[config.mk]
export PLATFORM = sky130hd
export DESIGN_NAME = teletext_control_regs
export DESIGN_NICKNAME = d
export VERILOG_FILES = /design/src/hdl/txt_ctrl_pkg.sv /design/src/hdl/page_request_mem.sv /design/src/hdl/teletext_control_regs.sv
export SDC_FILE = /design/constraint.sdc
export NUM_CORES = 1
export LEC_CHECK = 0
export ABC_AREA = 0
export BUFFER_PORTS_ARGS = -buffer_cell sky130_fd_sc_hd__buf_2
export CAP_MARGIN = 20
export CORE_MARGIN = 4
export CORE_UTILIZATION = 35
export DETAILED_ROUTE_END_ITERATION = 8
export GPL_ROUTABILITY_DRIVEN = 0
export HOLD_SLACK_MARGIN = 0.15
export PLACE_DENSITY_LB_ADDON = 0.25
export SYNTH_ARGS = -nofsm -noshare
export SYNTH_HDL_FRONTEND = slang
export SYNTH_SLANG_ARGS = --single-unit
[constraint.sdc]
create_clock -name hclk -period 2.52 [get_ports hclk]
set_input_delay 0 -clock hclk [delete_from_list [all_inputs] [get_ports hclk]]
set_output_delay 0 -clock hclk [all_outputs]
set_load 0.01 [all_outputs]
[src/hdl/txt_ctrl_pkg.sv]
package txt_ctrl_pkg;

  // byte addresses of the control registers on the bus
  localparam logic [7:0] ACQ_DISPLAY_CTRL_ADDR = 8'h00;
  localparam logic [7:0] ACQ_SYNC_CTRL_ADDR = 8'h04;
  localparam logic [7:0] PAGE_REQUEST_SELECT_ADDR = 8'h08;
  localparam logic [7:0] PAGE_REQUEST_DATA_ADDR = 8'h0c;
  localparam logic [7:0] OSD_STYLE_CTRL_ADDR = 8'h10;
  localparam logic [7:0] REQ_STATUS_ADDR = 8'h14;
  localparam int ADDR_BITS = 8;

  localparam logic [7:0] CTRL_RESET = 8'h00;

  // acq_display_ctrl bit positions
  localparam int ROW24_STORE_PLACE_BIT = 7;
  localparam int ROW24_SHOW_SOURCE_BIT = 6;
  localparam int AUTO_BLANK_BIT = 5;
  localparam int HEADER_ROLL_INHIBIT_BIT = 4;
  localparam int STATUS_ROW_ONLY_BIT = 3;
  localparam int BLANK_DISABLE_BIT = 2;
  localparam int PROGRAMME_LABEL_BIT = 1;
  localparam int INVENTORY_BIT = 0;

  // acq_sync_ctrl bit positions
  localparam int EXTENSION_INHIBIT_BIT = 7;
  localparam int RAW_BYTE_BIT = 6;
  localparam int ACQ_WRITE_INHIBIT_BIT = 5;
  localparam int PKT26_INHIBIT_BIT = 4;
  localparam int ANY_LINE_BIT = 3;
  localparam int FIELD_POLARITY_BIT = 2;
  localparam int HSYNC_POL_BIT = 1;
  localparam int VSYNC_POL_BIT = 0;

  // page_request_select fields
  localparam int REQ_PAGE_LSB = 3;
  localparam int REQ_PAGE_W = 4;
  localparam int REQ_COL_LSB = 0;
  localparam int REQ_COL_W = 3;
  localparam int REQ_VALUE_W = 5;

  // osd_style_ctrl bit positions
  localparam int SYMBOL_BANK_BIT = 7;
  localparam int QUAD_WIDTH_BIT = 6;
  localparam int EAST_WEST_BIT = 5;
  localparam int TALL_SUPPRESS_BIT = 4;
  localparam int BLACK_MESH_BIT = 3;
  localparam int COLOUR_MESH_BIT = 2;
  localparam int SEE_THROUGH_BIT = 1;
  localparam int SHADOW_BIT = 0;

  typedef struct packed {
    logic row24_store_place;
    logic row24_show_source;
    logic header_roll_inhibit;
    logic status_row_only;
    logic programme_label_capture_en;
    logic inventory_capture_en;
    logic extension_decode_inhibit;
    logic raw_byte_mode;
    logic acquisition_write_inhibit;
    logic pkt26_process_inhibit;
    logic any_line_decode;
  } acq_cfg_t;

  typedef struct packed {
    logic symbol_bank_switch_en;
    logic quad_width_en;
    logic eastern_set;
    logic tall_code_suppress;
    logic black_mesh_en;
    logic colour_mesh_en;
    logic black_see_through_en;
    logic shadow_en;
  } osd_cfg_t;

  // one write into the page request memory
  typedef struct packed {
    logic valid;
    logic [REQ_PAGE_W-1:0] page;
    logic [REQ_COL_W-1:0] column;
    logic [REQ_VALUE_W-1:0] value;
  } req_write_t;

endpackage : txt_ctrl_pkg

[src/hdl/page_request_mem.sv]
`timescale 1ns/100ps
module page_request_mem
  import txt_ctrl_pkg::*;
#(
  parameter int PAGES = 16,
  parameter int COLUMNS = 8
) (
  input wire logic hclk, // bus clock
  input wire logic hresetn, // async reset, low
  input wire req_write_t wr, // write from register bank
  input wire logic [REQ_PAGE_W-1:0] rd_page, // read page
  input wire logic [REQ_COL_W-1:0] rd_column, // read column
  output logic [REQ_VALUE_W-1:0] rd_value // registered read data
);

  // refuse sizes the page and column fields cannot address
  if (PAGES > (1 << REQ_PAGE_W) || COLUMNS > (1 << REQ_COL_W)) begin : g_bad
    $error("page_request_mem: size exceeds field widths");
  end

  logic [REQ_VALUE_W-1:0] mem_reg [PAGES*COLUMNS];

  function automatic int slot(input logic [REQ_PAGE_W-1:0] p,
                              input logic [REQ_COL_W-1:0] c);
    return int'(p) * COLUMNS + int'(c);
  endfunction : slot

  always_ff @(posedge hclk) begin
    if (wr.valid && int'(wr.page) < PAGES && int'(wr.column) < COLUMNS) begin
      mem_reg[slot(wr.page, wr.column)] <= wr.value;
    end
  end

  always_ff @(posedge hclk or negedge hresetn) begin
    if (!hresetn) begin
      rd_value <= '0;
    end else if (int'(rd_page) < PAGES && int'(rd_column) < COLUMNS) begin
      rd_value <= mem_reg[slot(rd_page, rd_column)];
    end else begin
      rd_value <= '0;
    end
  end

endmodule : page_request_mem

[src/hdl/teletext_control_regs.sv]
`timescale 1ns/100ps
// Function
// - row24_store_place picks packet 24 memory
// - row24_show_source picks row 24 display memory
// - auto blanking drops overlay during video
// - header_roll_inhibit stops header and time writes
// - status-only shows row 24 alone
// - blanking disable holds overlay output low
// - label capture only while enable set
// - inventory enable captures into block 8
// - extension_decode_inhibit stops extension packet decode
// - raw-byte mode skips error checking
// - acquisition_write_inhibit blocks acquisition memory writes; page request writes still land
// - pkt26_process_inhibit stops packet 26 processing
// - line-range bit widens decode to all lines
// - field polarity picks vsync half-line
// - sync polarity bits invert sync inputs
// - select picks page and column for each data write; the column does not advance
// - bank-switch enable allows symbol banks
// - quad-width enable allows quad characters
// - language bit picks western or eastern
// - suppress tall codes inside osd boxes
// - black and colour mesh enables
// - see-through black and south-east shadow
module teletext_control_regs
  import txt_ctrl_pkg::*;
#(
  parameter int PAGES = 16,
  parameter int COLUMNS = 8,
  parameter int INVENTORY_BLOCK = 8
) (
  input wire logic hclk, // bus clock
  input wire logic hresetn, // async reset, low
  input wire logic hsel, // slave select
  input wire logic [ADDR_BITS-1:0] haddr, // byte address
  input wire logic [1:0] htrans, // transfer type
  input wire logic hwrite, // write when high
  input wire logic [2:0] hsize, // transfer size
  input wire logic [31:0] hwdata, // write data
  input wire logic hready, // bus ready in
  output logic [31:0] hrdata, // read data
  output logic hreadyout, // slave ready
  output logic hresp, // always okay
  input wire logic hsync_pin, // raw horizontal sync
  input wire logic vsync_pin, // raw vertical sync
  input wire logic vbi_line, // current line is in vbi
  input wire logic video_shown, // picture being displayed
  input wire logic text_blank, // blanking wanted by text
  input wire logic row_is_24, // display row is row 24
  input wire logic [REQ_PAGE_W-1:0] req_rd_page, // acq reads request
  input wire logic [REQ_COL_W-1:0] req_rd_column, // acq reads column
  output logic [REQ_VALUE_W-1:0] req_rd_value, // request data
  output acq_cfg_t acq_cfg, // acquisition controls
  output osd_cfg_t osd_cfg, // display style controls
  output logic pkt24_to_page_mem, // packet 24 stored in page mem
  output logic row24_from_ext_mem, // row 24 shown from ext mem
  output logic row_visible, // text row may be shown
  output logic decode_line_en, // text decode on this line
  output logic [3:0] inventory_block, // block for inventory page
  output logic vsync_late_half, // even-field vsync in 2nd half
  output logic hsync_active, // normalised horizontal sync
  output logic vsync_active, // normalised vertical sync
  output logic overlay_blank // overlay blanking output
);

  localparam logic [1:0] HTRANS_NONSEQ = 2'b10;
  localparam logic [1:0] HTRANS_SEQ = 2'b11;
  localparam logic [2:0] HSIZE_WORD = 3'b010;

  // the block number must fit the four-bit output
  if (INVENTORY_BLOCK > 15) begin : g_bad_inventory
    $error("teletext_control_regs: inventory block out of range");
  end

  logic [7:0] disp_ctrl_reg;
  logic [7:0] sync_ctrl_reg;
  logic [7:0] req_sel_reg;
  logic [7:0] style_ctrl_reg;
  logic wr_pend_reg;
  logic [ADDR_BITS-1:0] wr_addr_reg;
  logic [31:0] rdata_reg;
  logic [2:0] hsync_sync_reg;
  logic [2:0] vsync_sync_reg;
  logic hsync_level_reg;
  logic vsync_level_reg;
  logic overlay_reg;
  logic [REQ_VALUE_W-1:0] last_req_reg;
  req_write_t req_wr;
  logic access;

  function automatic logic word_hit(input logic [ADDR_BITS-1:0] a,
                                    input logic [ADDR_BITS-1:0] r);
    return a == r;
  endfunction : word_hit

  assign access = hsel && hready &&
                  (htrans == HTRANS_NONSEQ || htrans == HTRANS_SEQ);
  assign hreadyout = 1'b1;
  assign hresp = 1'b0;

  // address phase capture; write lands in data phase
  always_ff @(posedge hclk or negedge hresetn) begin
    if (!hresetn) begin
      wr_pend_reg <= 1'b0;
      wr_addr_reg <= '0;
    end else begin
      wr_pend_reg <= access && hwrite && hsize == HSIZE_WORD;
      wr_addr_reg <= haddr;
    end
  end

  // registers hold until rewritten
  always_ff @(posedge hclk or negedge hresetn) begin
    if (!hresetn) begin
      disp_ctrl_reg <= CTRL_RESET;
    end else if (wr_pend_reg &&
                 word_hit(wr_addr_reg, ACQ_DISPLAY_CTRL_ADDR)) begin
      disp_ctrl_reg <= hwdata[7:0];
    end
  end

  always_ff @(posedge hclk or negedge hresetn) begin
    if (!hresetn) begin
      sync_ctrl_reg <= CTRL_RESET;
    end else if (wr_pend_reg &&
                 word_hit(wr_addr_reg, ACQ_SYNC_CTRL_ADDR)) begin
      sync_ctrl_reg <= hwdata[7:0];
    end
  end

  always_ff @(posedge hclk or negedge hresetn) begin
    if (!hresetn) begin
      req_sel_reg <= CTRL_RESET;
    end else if (wr_pend_reg &&
                 word_hit(wr_addr_reg, PAGE_REQUEST_SELECT_ADDR)) begin
      req_sel_reg <= hwdata[7:0];
    end
  end

  always_ff @(posedge hclk or negedge hresetn) begin
    if (!hresetn) begin
      style_ctrl_reg <= CTRL_RESET;
    end else if (wr_pend_reg &&
                 word_hit(wr_addr_reg, OSD_STYLE_CTRL_ADDR)) begin
      style_ctrl_reg <= hwdata[7:0];
    end
  end

  // request data goes straight to the selected page and column
  always_comb begin
    req_wr.valid = wr_pend_reg &&
                   word_hit(wr_addr_reg, PAGE_REQUEST_DATA_ADDR);
    req_wr.page = req_sel_reg[REQ_PAGE_LSB +: REQ_PAGE_W];
    req_wr.column = req_sel_reg[REQ_COL_LSB +: REQ_COL_W];
    req_wr.value = hwdata[REQ_VALUE_W-1:0];
  end

  always_ff @(posedge hclk or negedge hresetn) begin
    if (!hresetn) begin
      last_req_reg <= '0;
    end else if (req_wr.valid) begin
      last_req_reg <= req_wr.value;
    end
  end

  page_request_mem #(
    .PAGES(PAGES),
    .COLUMNS(COLUMNS)
  ) u_req_mem (
    .hclk(hclk),
    .hresetn(hresetn),
    .wr(req_wr),
    .rd_page(req_rd_page),
    .rd_column(req_rd_column),
    .rd_value(req_rd_value)
  );

  // write-only control regs read as zero; one status word shows
  // the page request selection and last request written
  always_ff @(posedge hclk or negedge hresetn) begin
    if (!hresetn) begin
      rdata_reg <= '0;
    end else if (access && !hwrite) begin
      if (word_hit(haddr, REQ_STATUS_ADDR)) begin
        rdata_reg <= {19'h0, last_req_reg, req_sel_reg};
      end else begin
        rdata_reg <= '0;
      end
    end
  end
  assign hrdata = rdata_reg;

  // acquisition configuration
  always_ff @(posedge hclk or negedge hresetn) begin
    if (!hresetn) begin
      acq_cfg <= '0;
    end else begin
      acq_cfg.row24_store_place <= disp_ctrl_reg[ROW24_STORE_PLACE_BIT];
      acq_cfg.row24_show_source <= disp_ctrl_reg[ROW24_SHOW_SOURCE_BIT];
      acq_cfg.header_roll_inhibit <=
        disp_ctrl_reg[HEADER_ROLL_INHIBIT_BIT];
      acq_cfg.status_row_only <= disp_ctrl_reg[STATUS_ROW_ONLY_BIT];
      acq_cfg.programme_label_capture_en <=
        disp_ctrl_reg[PROGRAMME_LABEL_BIT];
      acq_cfg.inventory_capture_en <= disp_ctrl_reg[INVENTORY_BIT];
      acq_cfg.extension_decode_inhibit <=
        sync_ctrl_reg[EXTENSION_INHIBIT_BIT];
      acq_cfg.raw_byte_mode <= sync_ctrl_reg[RAW_BYTE_BIT];
      acq_cfg.acquisition_write_inhibit <=
        sync_ctrl_reg[ACQ_WRITE_INHIBIT_BIT];
      acq_cfg.pkt26_process_inhibit <=
        sync_ctrl_reg[PKT26_INHIBIT_BIT];
      acq_cfg.any_line_decode <= sync_ctrl_reg[ANY_LINE_BIT];
    end
  end

  always_ff @(posedge hclk or negedge hresetn) begin
    if (!hresetn) begin
      osd_cfg <= '0;
    end else begin
      osd_cfg.symbol_bank_switch_en <=
        style_ctrl_reg[SYMBOL_BANK_BIT];
      osd_cfg.quad_width_en <=
        style_ctrl_reg[QUAD_WIDTH_BIT];
      osd_cfg.eastern_set <=
        style_ctrl_reg[EAST_WEST_BIT];
      osd_cfg.tall_code_suppress <=
        style_ctrl_reg[TALL_SUPPRESS_BIT];
      osd_cfg.black_mesh_en <=
        style_ctrl_reg[BLACK_MESH_BIT];
      osd_cfg.colour_mesh_en <=
        style_ctrl_reg[COLOUR_MESH_BIT];
      osd_cfg.black_see_through_en <=
        style_ctrl_reg[SEE_THROUGH_BIT];
      osd_cfg.shadow_en <=
        style_ctrl_reg[SHADOW_BIT];
    end
  end

  // derived datapath controls, one register per concern
  always_ff @(posedge hclk or negedge hresetn) begin
    if (!hresetn) begin
      pkt24_to_page_mem <= 1'b0;
    end else begin
      pkt24_to_page_mem <= disp_ctrl_reg[ROW24_STORE_PLACE_BIT];
    end
  end

  always_ff @(posedge hclk or negedge hresetn) begin
    if (!hresetn) begin
      row24_from_ext_mem <= 1'b0;
    end else begin
      row24_from_ext_mem <= disp_ctrl_reg[ROW24_SHOW_SOURCE_BIT];
    end
  end

  // only row 24 passes while status-only is set
  always_ff @(posedge hclk or negedge hresetn) begin
    if (!hresetn) begin
      row_visible <= 1'b0;
    end else begin
      row_visible <= !disp_ctrl_reg[STATUS_ROW_ONLY_BIT] || row_is_24;
    end
  end

  always_ff @(posedge hclk or negedge hresetn) begin
    if (!hresetn) begin
      decode_line_en <= 1'b0;
    end else begin
      decode_line_en <= sync_ctrl_reg[ANY_LINE_BIT] || vbi_line;
    end
  end

  // fixed block; parameter only so a smaller memory can move it
  always_ff @(posedge hclk or negedge hresetn) begin
    if (!hresetn) begin
      inventory_block <= '0;
    end else begin
      inventory_block <= 4'(INVENTORY_BLOCK);
    end
  end

  always_ff @(posedge hclk or negedge hresetn) begin
    if (!hresetn) begin
      vsync_late_half <= 1'b0;
    end else begin
      vsync_late_half <= sync_ctrl_reg[FIELD_POLARITY_BIT];
    end
  end

  // sync pins are asynchronous: three stages, change taken on agreement
  always_ff @(posedge hclk or negedge hresetn) begin
    if (!hresetn) begin
      hsync_sync_reg <= '0;
      hsync_level_reg <= 1'b0;
    end else begin
      hsync_sync_reg <= {hsync_sync_reg[1:0], hsync_pin};
      if (hsync_sync_reg[2] == hsync_sync_reg[1]) begin
        hsync_level_reg <= hsync_sync_reg[2];
      end
    end
  end

  // a one-cycle glitch never reaches the level register
  always_ff @(posedge hclk or negedge hresetn) begin
    if (!hresetn) begin
      vsync_sync_reg <= '0;
      vsync_level_reg <= 1'b0;
    end else begin
      vsync_sync_reg <= {vsync_sync_reg[1:0], vsync_pin};
      if (vsync_sync_reg[2] == vsync_sync_reg[1]) begin
        vsync_level_reg <= vsync_sync_reg[2];
      end
    end
  end

  // polarity bit inverts a negative-going input
  always_ff @(posedge hclk or negedge hresetn) begin
    if (!hresetn) begin
      hsync_active <= 1'b0;
    end else begin
      hsync_active <= hsync_level_reg ^ sync_ctrl_reg[HSYNC_POL_BIT];
    end
  end

  always_ff @(posedge hclk or negedge hresetn) begin
    if (!hresetn) begin
      vsync_active <= 1'b0;
    end else begin
      vsync_active <= vsync_level_reg ^ sync_ctrl_reg[VSYNC_POL_BIT];
    end
  end

  // disable beats auto-off, which beats the text request
  always_ff @(posedge hclk or negedge hresetn) begin
    if (!hresetn) begin
      overlay_reg <= 1'b0;
    end else if (disp_ctrl_reg[BLANK_DISABLE_BIT]) begin
      overlay_reg <= 1'b0;
    end else if (disp_ctrl_reg[AUTO_BLANK_BIT] && video_shown) begin
      overlay_reg <= 1'b0;
    end else begin
      overlay_reg <= text_blank;
    end
  end
  assign overlay_blank = overlay_reg;

endmodule : teletext_control_regs

======== Word level (Yosys, flattened, before mapping) ========
Memory sizes are Yosys's and may differ from the RTL's. A register that Yosys moved wholly into a read port is not among the register bits.
Cells that the tools add are included.
word-level totals
  bits in read-only memories .............. 0
  output and inout port bits .............. 70
  memories kept ........................... 1
  input bits .............................. 63
  flip-flop bits (word level) ............. 112
  bits in latches ......................... 0
  RAM bits ................................ 640
  word-level logic and storage cells ...... 76
memory list
  memory             words  width  read ports  clocked after Yosys merged registers in  wr ports  RTL line                source
  u_req_mem.mem_reg  128    5      1           1                                        1         page_request_mem.sv:21  logic [REQ_VALUE_W-1:0] mem_reg [PAGES*COLUMNS];
operators by class
  multipliers ............................. 0
  muxes and demuxes ....................... 5
  divide/modulo/power cells ............... 0
  bitwise logic cells ..................... 2
  add/sub/neg operators ................... 2
  equality and inequality tests ........... 10
  order comparisons ....................... 0
  shifts and indexed selects .............. 0
  reductions and logical operators ........ 18
operators by type and width
  operator            number
  $eq 8x4->1 const B  2
  $eq 8x5->1 const B  2
  $add 7x3->7         2
  $mux 13             1
  $logic_and 1x1->1   11
  $eq 8x3->1 const B  1
  $logic_not 8->1     1
  $eq 2x2->1 const B  2
  $mux 1              4
  $eq 3x2->1 const B  1
  $logic_not 1->1     3
  $logic_or 1x1->1    3
  $eq 1x1->1          2
  $xor 1x1->1         2

======== Logic depth before layout (Yosys ltp) ========
Gate-level depths: netlist of run 1.
  depth in word-level cells ............... 5
  depth in mapped cells ................... 7
  gate-level depth less buffers ........... 4

======== Cells and area by module ========
A second synthesis of run 1 with hierarchy kept.
unflattened totals
  cells, all modules ...................... 1,287
  area total of the unflattened synthesis .. 28,383.5 µm²
by module, submodules not included
  module                 times used  sequential area each (µm²)  area an instance (µm²)  cells an instance
  page_request_mem       1           19,343.6                    25,080.3                1,090
  teletext_control_regs  1           2,327.2                     3,303.2                 197

======== Worst setup path after synthesis of run 1 ========
Ideal clock, no wire load.
  kind .................................... input to register
  start ................................... input req_rd_column[0]
  end ..................................... register u_req_mem.rd_value[0], read port of u_req_mem.mem_reg
  cell stages on the path ................. 6
  required time ........................... 2,395 ps
  data arrival time ....................... 2,383 ps
  setup time .............................. 125 ps
  buffers on the path ..................... 2
  slack ................................... 12 ps
  cells stage by stage .................... buf_2 -> buf_1 -> mux4_2 -> mux4_2 -> mux4_2 -> mux2_2
on the way
  word-level cells in the longest chain between the ends .. 1
RTL lines
  element          RTL line                     source
  start, declared  teletext_control_regs.sv:51  input wire logic [REQ_COL_W-1:0] req_rd_column,
  $add 7x3->7      page_request_mem.sv:25       return int'(p) * COLUMNS + int'(c);
  end, declared    page_request_mem.sv:13       output logic [REQ_VALUE_W-1:0] rd_value
No other way between the ends.
A chain may end at the register's enable or synchronous reset.

==> metrics.txt, run 1 <==
TritonCTS clock tree=yes; Leakage=11.95 nW; most frequent cell after synthesis=edfxtp_1; Clock H-tree levels=3; Final nets=1,699; PD cells=758.0 nW/um^2; final WL=64.62 mm; hold path startpoint=hwdata[5]; register area share after synthesis=0.7651; Slew Limit Fails=0; clock buffer depth=3; dpl hpwl=41.67 mm; Worst-Skew Late Latency=0.61 ns; Netlist Area Pre-Place=28,320 sq um; synth unique cells=30; max reg flops=640; largest net degree at the start of global routing=64; Final Hold Vio Count=0; number of buffers created by CTS=76; worst hold slack=0.2158 ns; Critical R2R Launch=u_req_mem.mem_reg[101][1]; RSZ-0062 raised after global routing=false; # IOs=roughly 130; Die Y=292.5 microns; cell taking the most area after synthesis=edfxtp_1; hold path cells=3; critical path capture point type=register; drt via density=4.968; Async SR Flop Fraction=0.1328; antenna cells=0; Critical Path AT=between 2 and 3 ns; Slew @ Worst Pin=between 0.6 and 0.7 ns; Synth Register Bits=738; top cell type's share of synthesized area=0.6785; first-pass GRT wire length=about 97 mm; Worst R2R End=u_req_mem.rd_value[1]; status=finished clean; CP Launch Type=register; ys flop type=edfxtp_1; register clock-pin slew on the reported worst setup and hold paths=0.06 ns; final setup fails=0; Post-CTS Setup Bufs=0; Sink Count=738; Setup CP Type=register to register; synth cell count leaders=edfxtp_1, mux4_2, nor2_1; root buffer cell=clkbuf_16; GRT Total Usage=0.1526; 1st-pass router iterations=4; antenna violations before repair=1; crit path time final=2.359 ns; Routed Antenna Nets=0; syn avg cell area=about 22 sq um; DIE AREA=85,540 sq um; Area Overhead vs Synth=22.98%; Max FO, Critical Path=1; vias after detailed routing=13,692; Worst Skew=0.02003 ns; initial DRC count=about 1,100; Tightest Hold Check Type=input port to register; final instance area=34,830 sq um; worst hold endpoint=sync_ctrl_reg[5]; vias in the first global route=14,709; top post-synthesis cells by area=edfxtp_1, mux4_2, dfrtp_1; Crit. Startpoint=u_req_mem.mem_reg[101][1]; Core ar.=80,420 sq um; Reg2Reg Setup Slack=0.16 ns; Ys Warns=0; area post-placement=31,650 sq um; Syn Inst Count=1,287; total global routing overflow=0; Port Buffers=83; reg2reg path depth=4; Max Fclk=roughly 420 MHz; layout cells sized above 1=0.3945; Critical Path RT=approximately 3.0 ns; Initial Util=0.3522; max-cap violation count=0; # rows=around 100; Post-synth EDFFs=640; max_slew headroom=0.5705; Tcrit/Tclk final=0.9359; maximum VDD drop=around 0.41 mV; WL/cell=about 23 microns; DRC=0; Die X=292.5 microns
[per-stage QoR]
stage               std cells  power [mW]  utilization  setup WS [ns]  setup TNS [ns]
floorplan                1310       14.23            -        0.01188               0
global placement         2569       14.81       0.3936       -0.04124        -0.05428
detailed placement       2569       14.83       0.3936       -0.02062        -0.02251
CTS                      2756       26.74       0.4330        0.01270               0
global route             2756       27.33       0.4331        0.05938               0
finish                   2756       26.40       0.4331         0.1614               0
[placed cells by master, fill, tap and decap left out, types with 13 or more instances in the layout]
master	synthesis	final
nor2_1	134	129
buf_12	0	32
a22o_1	13	13
mux2_2	42	42
dlygate4sd3_1	0	48
conb_1	2	25
mux4_2	210	210
buf_2	7	75
edfxtp_1	640	640
clkinv_1	0	14
clkbuf_16	0	81
buf_4	32	184
dfrtp_1	98	98
[worst max-delay path by stage]
stage | slack, ns | endpoint | depth (start not counted)
floorplan | 0.01 | u_req_mem.rd_value[0] | 6
global placement | -0.04 | u_req_mem.rd_value[0] | 7
detailed placement | -0.02 | u_req_mem.rd_value[0] | 7
CTS | 0.01 | u_req_mem.mem_reg[89][2] | 5
global route | 0.06 | u_req_mem.mem_reg[92][1] | 5
finish | 0.16 | u_req_mem.rd_value[1] | 4
[worst max-delay path, stage by stage (launching register included)]
cell,delay [ns]
edfxtp_1,0.37
mux4_2,0.51
mux4_2,0.57
mux4_2,0.51
mux2_2,0.28
[power breakdown]
part	leakage (nW)	total, mW	switching [mW]	internal, mW
registers	7.00	13.4	0.0400	13.3
logic	3.64	1.23	0.650	0.581
clock network	1.31	11.8	4.63	7.17
total	11.9	26.4	5.32	21.1
[repair_timing]
| item | CTS | global route |
|---|---|---|
| endpoints found under the setup margin | 0 | 35 |
| hold endpoints to repair | 496 | 0 |
| resized for setup | 0 | 6 |
| hold buffers | 49 | 0 |
[layout make-up]
type                       instances  area (sq um)
tap                             1060          1326
clock inverter                    43         524.3
multi-input combinational        477          6260
sequential                       738         21670
clock buffer                      95          2140
timing repair buffer             341          2904
fill                            6869         45590
inverter                           2         7.507
[logic make-up (layout without fill, tap and decap cells)]
logic type | Yosys count | count (layout) | synth area share
fa+ha+maj | 2 | 2 | 0.0007068
other cells | 2 | 25 | 0.0002652
mux | 252 | 252 | 0.1837
compound gates | 14 | 14 | 0.004285
buf+inv | 95 | 481 | 0.01741
flops | 738 | 738 | 0.7651
xor+xnor | 2 | 2 | 0.0006186
simple gates | 182 | 182 | 0.02792
[layer usage]
layer | part of all wire | global-route usage
met2 | 0.51 | 0.2592
met5 | 0 | 0
met3 | 0.046 | 0.02608
met4 | 0.019 | 0.04430
met1 | 0.42 | 0.2037
No activity file was read; power rests on OpenSTA's default activity.
==> run 2: changes to the inputs <==
PLACE_DENSITY = 0.5   (was unset)
PLACE_DENSITY_LB_ADDON = unset   (was 0.25)
SYNTH_HIERARCHICAL = 1   (was unset)
==> run 2 against run 1 <==
  * Critical path depth up 4
  * Via count down 0.19%
  * Total power down 1.6%
  * Count of clock-buffer cells in the layout unchanged
  * Clock power down 5%
  * Worst setup slack worse by 0.042 ns
  * Sequential power about the same
  * Area after synthesis up 0.21%
  * Fmax down 1.8%
  * Critical path type unchanged
  * Critical endpoint is now u_req_mem/mem_reg[117][2]
==> metrics.txt, run 2 <==
clock buffer depth=3 (unchanged); Syn Inst Count=1,287 (unchanged); Slew Limit Fails=0 (unchanged); top cell type's share of synthesized area=0.6771 (-0.001436); status=finished clean; initial DRC count=958 (-15%); most common cell after layout, fill and taps aside=edfxtp_1; CP Launch Type=register; Tightest Hold Check Type=input port to register; total global routing overflow=0 (unchanged); Die X=292.8 microns (+0.10%); top post-synthesis cells by area=edfxtp_1, mux4_2, dfrtp_1; Post-synth EDFFs=640 (unchanged); Critical Path AT=2.75 ns (-0.10 ns); Clock H-tree levels=3 (unchanged); synth cell count leaders=edfxtp_1, mux4_2, nor2_1; antenna violations before repair=0 (-1); Final nets=1,687 (-0.71%); crit-path max cell delay=0.39 ns (-0.18 ns); RSZ-0062 raised after global routing=true; TritonCTS clock tree=yes; crit path time final=2.401 ns (+0.04220 ns); register area share after synthesis=0.7635 (-0.001619); # rows=104 (unchanged); first-pass GRT wire length=99.77 mm (+2.9%); vias after detailed routing=13,666 (-0.19%); synth unique cells=34 (+13%); Max FO, Critical Path=4 (+3); DRC=0 (unchanged); Setup CP Type=register to register; GRT Total Usage=0.1574 (+0.004784); root buffer cell=clkbuf_16; register clock-pin slew on the reported worst setup and hold paths=0.07 ns (about the same); Tot Pwr=25.98 mW (-1.6%); Synth Register Bits=738 (unchanged); max reg flops=640 (unchanged); Port Buffers=83 (unchanged); CP Buf/Inv Count=3 (+3); Final Hold Vio Count=0 (unchanged); ys flop type=edfxtp_1; vias in the first global route=14,556 (-1.0%); Area Overhead vs Synth=22.06%; antenna cells=0 (unchanged); largest net degree at the start of global routing=97 (+52%); 1st-pass router iterations=5 (+1); Worst Skew=0.03671 ns (+0.01668 ns); Tcrit/Tclk final=0.9527 (+0.01675); Worst-Skew Late Latency=0.63 ns (+0.02 ns); DP Worst Slack=-0.1814 ns (-0.1608 ns); final setup fails=0 (unchanged); number of buffers created by CTS=76 (unchanged); Initial Util=0.3530 (+0.0007468); dpl hpwl=43.97 mm (+5.5%); Die Y=292.8 microns (+0.10%); maximum VDD drop=0.5674 mV (+38%); Leakage=11.70 nW (-2.1%); most frequent cell after synthesis=edfxtp_1; Slew @ Worst Pin=0.8053 ns (+0.1610 ns); Critical Path RT=2.87 ns (-0.14 ns); Crit path max-delay family=simple AND/OR/NAND/NOR gates; Fillers=6,960 (+1.3%); Max Fclk=416.5 MHz (-1.8%); Cell Chain, Critical Path=nor4_4 > nand4_2 > inv_1 > nor2b_1 > nand3_1 > buf_4 > nor2_1 > buf_4; Netlist Area Pre-Place=28,380 sq um (+0.21%); critical path capture point type=register; Worst path most repeated cell=buf_4; final worst slack=0.1192 ns (-0.04220 ns); max-cap violation count=0 (unchanged); Sink Count=738 (unchanged); most frequent cells in the layout=edfxtp_1, mux4_2, buf_4, nor2_1, dfrtp_1; PD cells=750.0 nW/um^2 (-1.1%); max_slew headroom=0.4631 (-0.1073); drt via density=4.977 (+0.17%); DIE AREA=85,710 sq um (+0.21%); Routed Antenna Nets=0 (unchanged); final WL=66.74 mm (+3.3%); layout cells sized above 1=0.4021 (+0.007678); Core ar.=80,420 sq um (unchanged); Crit-path slowest cell=dfrtp_1; Post-CTS Setup Bufs=0 (unchanged); Ys Warns=6 (+6); multi-input logic area=6399 sq um (+2.2%); Async SR Flop Fraction=0.1328 (unchanged); WL/cell=24.30 microns (+3.7%); # IOs=133 (unchanged); syn avg cell area=22.05 sq um (+0.21%); cell taking the most area after synthesis=edfxtp_1; register area=21,670 sq um (unchanged)
==> run 2: changes by cell type after synthesis, sizes merged, moves of 2 or more <==
cell    before  now
nor2       134  123
nor4b        3    0
clkbuf      42   36
nand3        9   13
or4b         0    2
nor3         0   10
nand2       11   14
nand2b       1    3
==> run 2: worst paths after layout <==
path                            cells past startpoint                   endpoint  slack, ns              start
worst max register to register                      8  u_req_mem/mem_reg[117][2]       0.12     wr_addr_reg[1]
worst min-delay path                                3             req_sel_reg[7]       0.22          hwdata[7]
worst max-delay path                                8  u_req_mem/mem_reg[117][2]       0.12     wr_addr_reg[1]
worst min register to register                      0          hsync_sync_reg[1]       0.35  hsync_sync_reg[0]
min in group asynchronous                           4                  hrdata[5]       0.51            hresetn
max in group asynchronous                           4      u_req_mem/rd_value[0]       1.76            hresetn
==> run 2: layout make-up <==
cell class | count | area share
flip-flops and latches | 738 | 0.6255
multi-input cells | 482 | 0.1847
repair buffers | 324 | 0.07840
clock buffers | 95 | 0.05973
well taps | 1060 | 0.03828
clock inverters | 45 | 0.01318
inverters | 2 | 0.0002167
==> run 2: kinds of logic after synthesis <==
group	count (synthesis)	synth area share
compound gates	14	0.004276
xor+xnor	2	0.0006173
fa+ha+maj	2	0.0007053
buf+inv	90	0.01649
flops	738	0.7635
mux	252	0.1833
other cells	2	0.0002646
simple gates	187	0.03086
==> run 2: metal layers <==
metal,wire [microns],vias up,global-route usage
met2,33260,366,0.2590
met5,0,-,0
met3,3418,78,0.02874
met1,28830,7293,0.2179
li1,-,5929,-
met4,1232,0,0.04157
==> run 2: timing repair <==
item / in CTS / in global routing
pin swaps: 0 / 0
hold buffers: 47 / 0
hold endpoints to repair: 513 / 0
gates resized for setup: 2 / 9
endpoints found under the setup margin: 10 / 91
cloned: 0 / 0
==> run 2: stage by stage <==
| step | hold WS [ns] | TNS [ns] | std cells | utilization | instance area (sq um) |
|---|---|---|---|---|---|
| global placement | 0.08766 | -0.5224 | 2559 | 0.3928 | 31590 |
| global route | 0.2330 | -0.001223 | 2746 | 0.4308 | 34650 |
| CTS | 0.1906 | 0 | 2746 | 0.4304 | 34610 |
| finish | 0.2225 | 0 | 2746 | 0.4308 | 34650 |
| detailed placement | 0.1043 | -0.4601 | 2559 | 0.3928 | 31590 |
| floorplan | -0.2956 | -8.534 | 1310 | - | 28500 |
==> run 2: power by group <==
part | leakage (nW) | total, mW | switching [mW] | internal (mW)
combinational | 3.54 | 1.34 | 0.727 | 0.615
clock | 1.23 | 11.2 | 4.85 | 6.36
sequential | 6.92 | 13.4 | 0.0686 | 13.4
total | 11.7 | 26.0 | 5.64 | 20.3
==> run 2: worst reg2reg max path, stage by stage, from the launching register on <==
cell	delay, ns
dfrtp_1	0.39
nor4_4	0.31
nand4_2	0.16
inv_1	0.15
nor2b_1	0.28
nand3_1	0.19
buf_4	0.23
nor2_1	0.23
buf_4	0.18
==> run 3: changes to the inputs <==
PLACE_DENSITY = unset   (was 0.5)
==> run 3 against run 2 <==
  * Wire length decreased by 4.2%
  * Combinational power is essentially flat
  * Die area did not move
  * Cell area is 0.41% lower
  * Critical endpoint is now u_req_mem/mem_reg[92][1]
==> metrics.txt, run 3 (same netlist as run 2, synthesis figures left out) <==
status=finished clean; Routed Antenna Nets=0 (unchanged); Cell Chain, Critical Path=nor4_4 > nand4_2 > inv_1 > nor2b_1 > nand2_1 > buf_12 > nor2_1; final WL=63.96 mm (-4.2%); Clock H-tree levels=3 (unchanged); Tot Pwr=25.76 mW (-0.86%); initial DRC count=1,133 (+18%); top layer in use=met4; Met3 Wirelength=3.584 mm (+4.9%); Core ar.=80,420 sq um (unchanged); crit-path max cell delay=0.41 ns (+0.02 ns); register clock-pin slew on the reported worst setup and hold paths=0.06 ns (about the same); crit path time final=2.394 ns (-0.006697 ns); antenna cells=0 (unchanged); Die X=292.8 microns (unchanged); number of buffers created by CTS=76 (unchanged); met1 WL=26.87 mm (-6.8%); Sink Count=738 (unchanged); drt via density=5.054 (+1.6%); max-cap violation count=0 (unchanged); Setup CP Type=register to register; Max Fclk=417.7 MHz (+0.28%); # rows=104 (unchanged); CP Buf/Inv Count=2 (-1); most frequent cells in the layout=edfxtp_1, mux4_2, buf_4, nor2_1, dfrtp_1; Crit path max-delay family=simple AND/OR/NAND/NOR gates; Area Overhead vs Synth=21.56%; vias in the first global route=14,610 (+0.37%); register area=21,670 sq um (unchanged); # IOs=133 (unchanged); Placed Cells=2,549 (-0.39%); final setup fails=0 (unchanged); maximum VDD drop=0.6176 mV (+8.8%); DIE AREA=85,710 sq um (unchanged); Port Buffers=83 (unchanged); met2 WL post-DR=32.29 mm (-2.9%); clock buffer depth=3 (unchanged); final instance area=34,500 sq um (-0.41%); GRT Total Usage=0.1503 (-0.007061); max_slew headroom=0.4075 (-0.05564); PD cells=746.6 nW/um^2 (-0.45%); layout cells sized above 1=0.3897 (-0.01239); utilization after layout=0.4291 (-0.001773); CP Launch Type=register; root buffer cell=clkbuf_16; Leakage=11.63 nW (-0.59%); vias after detailed routing=13,838 (+1.3%); Tcrit/Tclk final=0.9500 (-0.002658); Slew Limit Fails=0 (unchanged); Crit-path slowest cell=nor2_1; max reg flops=640 (unchanged); Max FO, Critical Path=13 (+9); Die Y=292.8 microns (unchanged); dpl hpwl=41.32 mm (-6.0%); Post-CTS Setup Bufs=0 (unchanged); total global routing overflow=0 (unchanged); WL/cell=23.36 microns (-3.9%); Initial Util=0.3530 (unchanged); 1st-pass router iterations=5 (unchanged); Final nets=1,680 (-0.41%); RSZ-0062 raised after global routing=false; Critical Path AT=2.66 ns (-0.09 ns); first-pass GRT wire length=95.87 mm (-3.9%); most common cell after layout, fill and taps aside=edfxtp_1; TritonCTS clock tree=yes; Critical Path RT=2.78 ns (-0.09 ns); Worst Skew=0.02389 ns (-0.01282 ns); setup TNS=0 ns (unchanged); largest net degree at the start of global routing=70 (-28%); Worst-Skew Late Latency=0.62 ns (about the same); Tightest Hold Check Type=input port to register; multi-input logic area=6369 sq um (-0.47%); critical path capture point type=register; Slew @ Worst Pin=0.8888 ns (+0.08345 ns); antenna violations before repair=0 (unchanged); Fillers=6,936 (-0.34%); area post-placement=31,520 sq um (-0.24%); DRC=0 (unchanged); final std cells w/o fill=2,738 (-0.29%); Final Hold Vio Count=0 (unchanged)
[run 3: cell types whose count changed in the layout (fill, tap and decap cells not counted), moves of 2 or more]
cell and delta:
buf_4 -10, bufinv_16 +2, clkinvlp_4 -3, clkinv_2 -4
nor2_4 -4, inv_16 -2, dlygate4sd3_1 +3, clkinv_1 +4
clkbuf_1 +6, clkinv_4 -4, inv_6 +3, nor2_1 +2
nor2_2 +2, clkbuf_16 -2
[run 3: timing repair]
action,4_1_cts,5_1_grt
gates resized for setup,0,4
hold buffers,50,0
endpoints found under the setup margin,0,20
hold endpoints to repair,531,0
[run 3: final cells by class]
cell class,instances,area share
flip-flops and latches,738,0.6281
repair buffers,317,0.07742
multi-input cells,482,0.1846
inverters,2,0.0002176
well taps,1060,0.03844
clock inverters,40,0.01189
clock buffers,99,0.05936
[run 3: worst paths after layout]
check / start / end / slack (ns) / cells after the start
max: wr_addr_reg[1] / u_req_mem/mem_reg[92][1] / 0.13 / 7
min: hwdata[5] / sync_ctrl_reg[5] / 0.23 / 3
max reg2reg: wr_addr_reg[1] / u_req_mem/mem_reg[92][1] / 0.13 / 7
min reg2reg: hsync_sync_reg[0] / hsync_sync_reg[1] / 0.35 / 0
max in group asynchronous: hresetn / acq_cfg[7] / 1.77 / 4
min in group asynchronous: hresetn / hrdata[7] / 0.48 / 4
[run 3: routing by layer]
metal / vias to the layer above / global-route usage
met5: - / 0
met4: 0 / 0.03765
met3: 87 / 0.02851
met2: 411 / 0.2500
met1: 7428 / 0.2061
li1: 5912 / -
[run 3: report_power, final]
part	leakage, nW	switching [mW]	internal, mW	total, mW
registers	6.92	0.0707	13.4	13.4
clock network	1.20	4.59	6.40	11.0
logic	3.50	0.711	0.621	1.33
total	11.6	5.37	20.4	25.8
[run 3: tightest hold or removal path, cell delays in order]
cell           delay [ns]
dlygate4sd3_1        0.52
buf_2                0.15
mux2_2               0.15
[run 3: metrics by stage]
step / setup slack (ns) / hold WS [ns]
2_1_floorplan: -0.06453 / -0.2956
5_1_grt: 0.002622 / 0.2175
4_1_cts: 0.07583 / 0.1872
3_3_place_gp: -0.008587 / 0.04662
6_report: 0.1259 / 0.2264
3_5_place_dp: -0.01340 / 0.05124
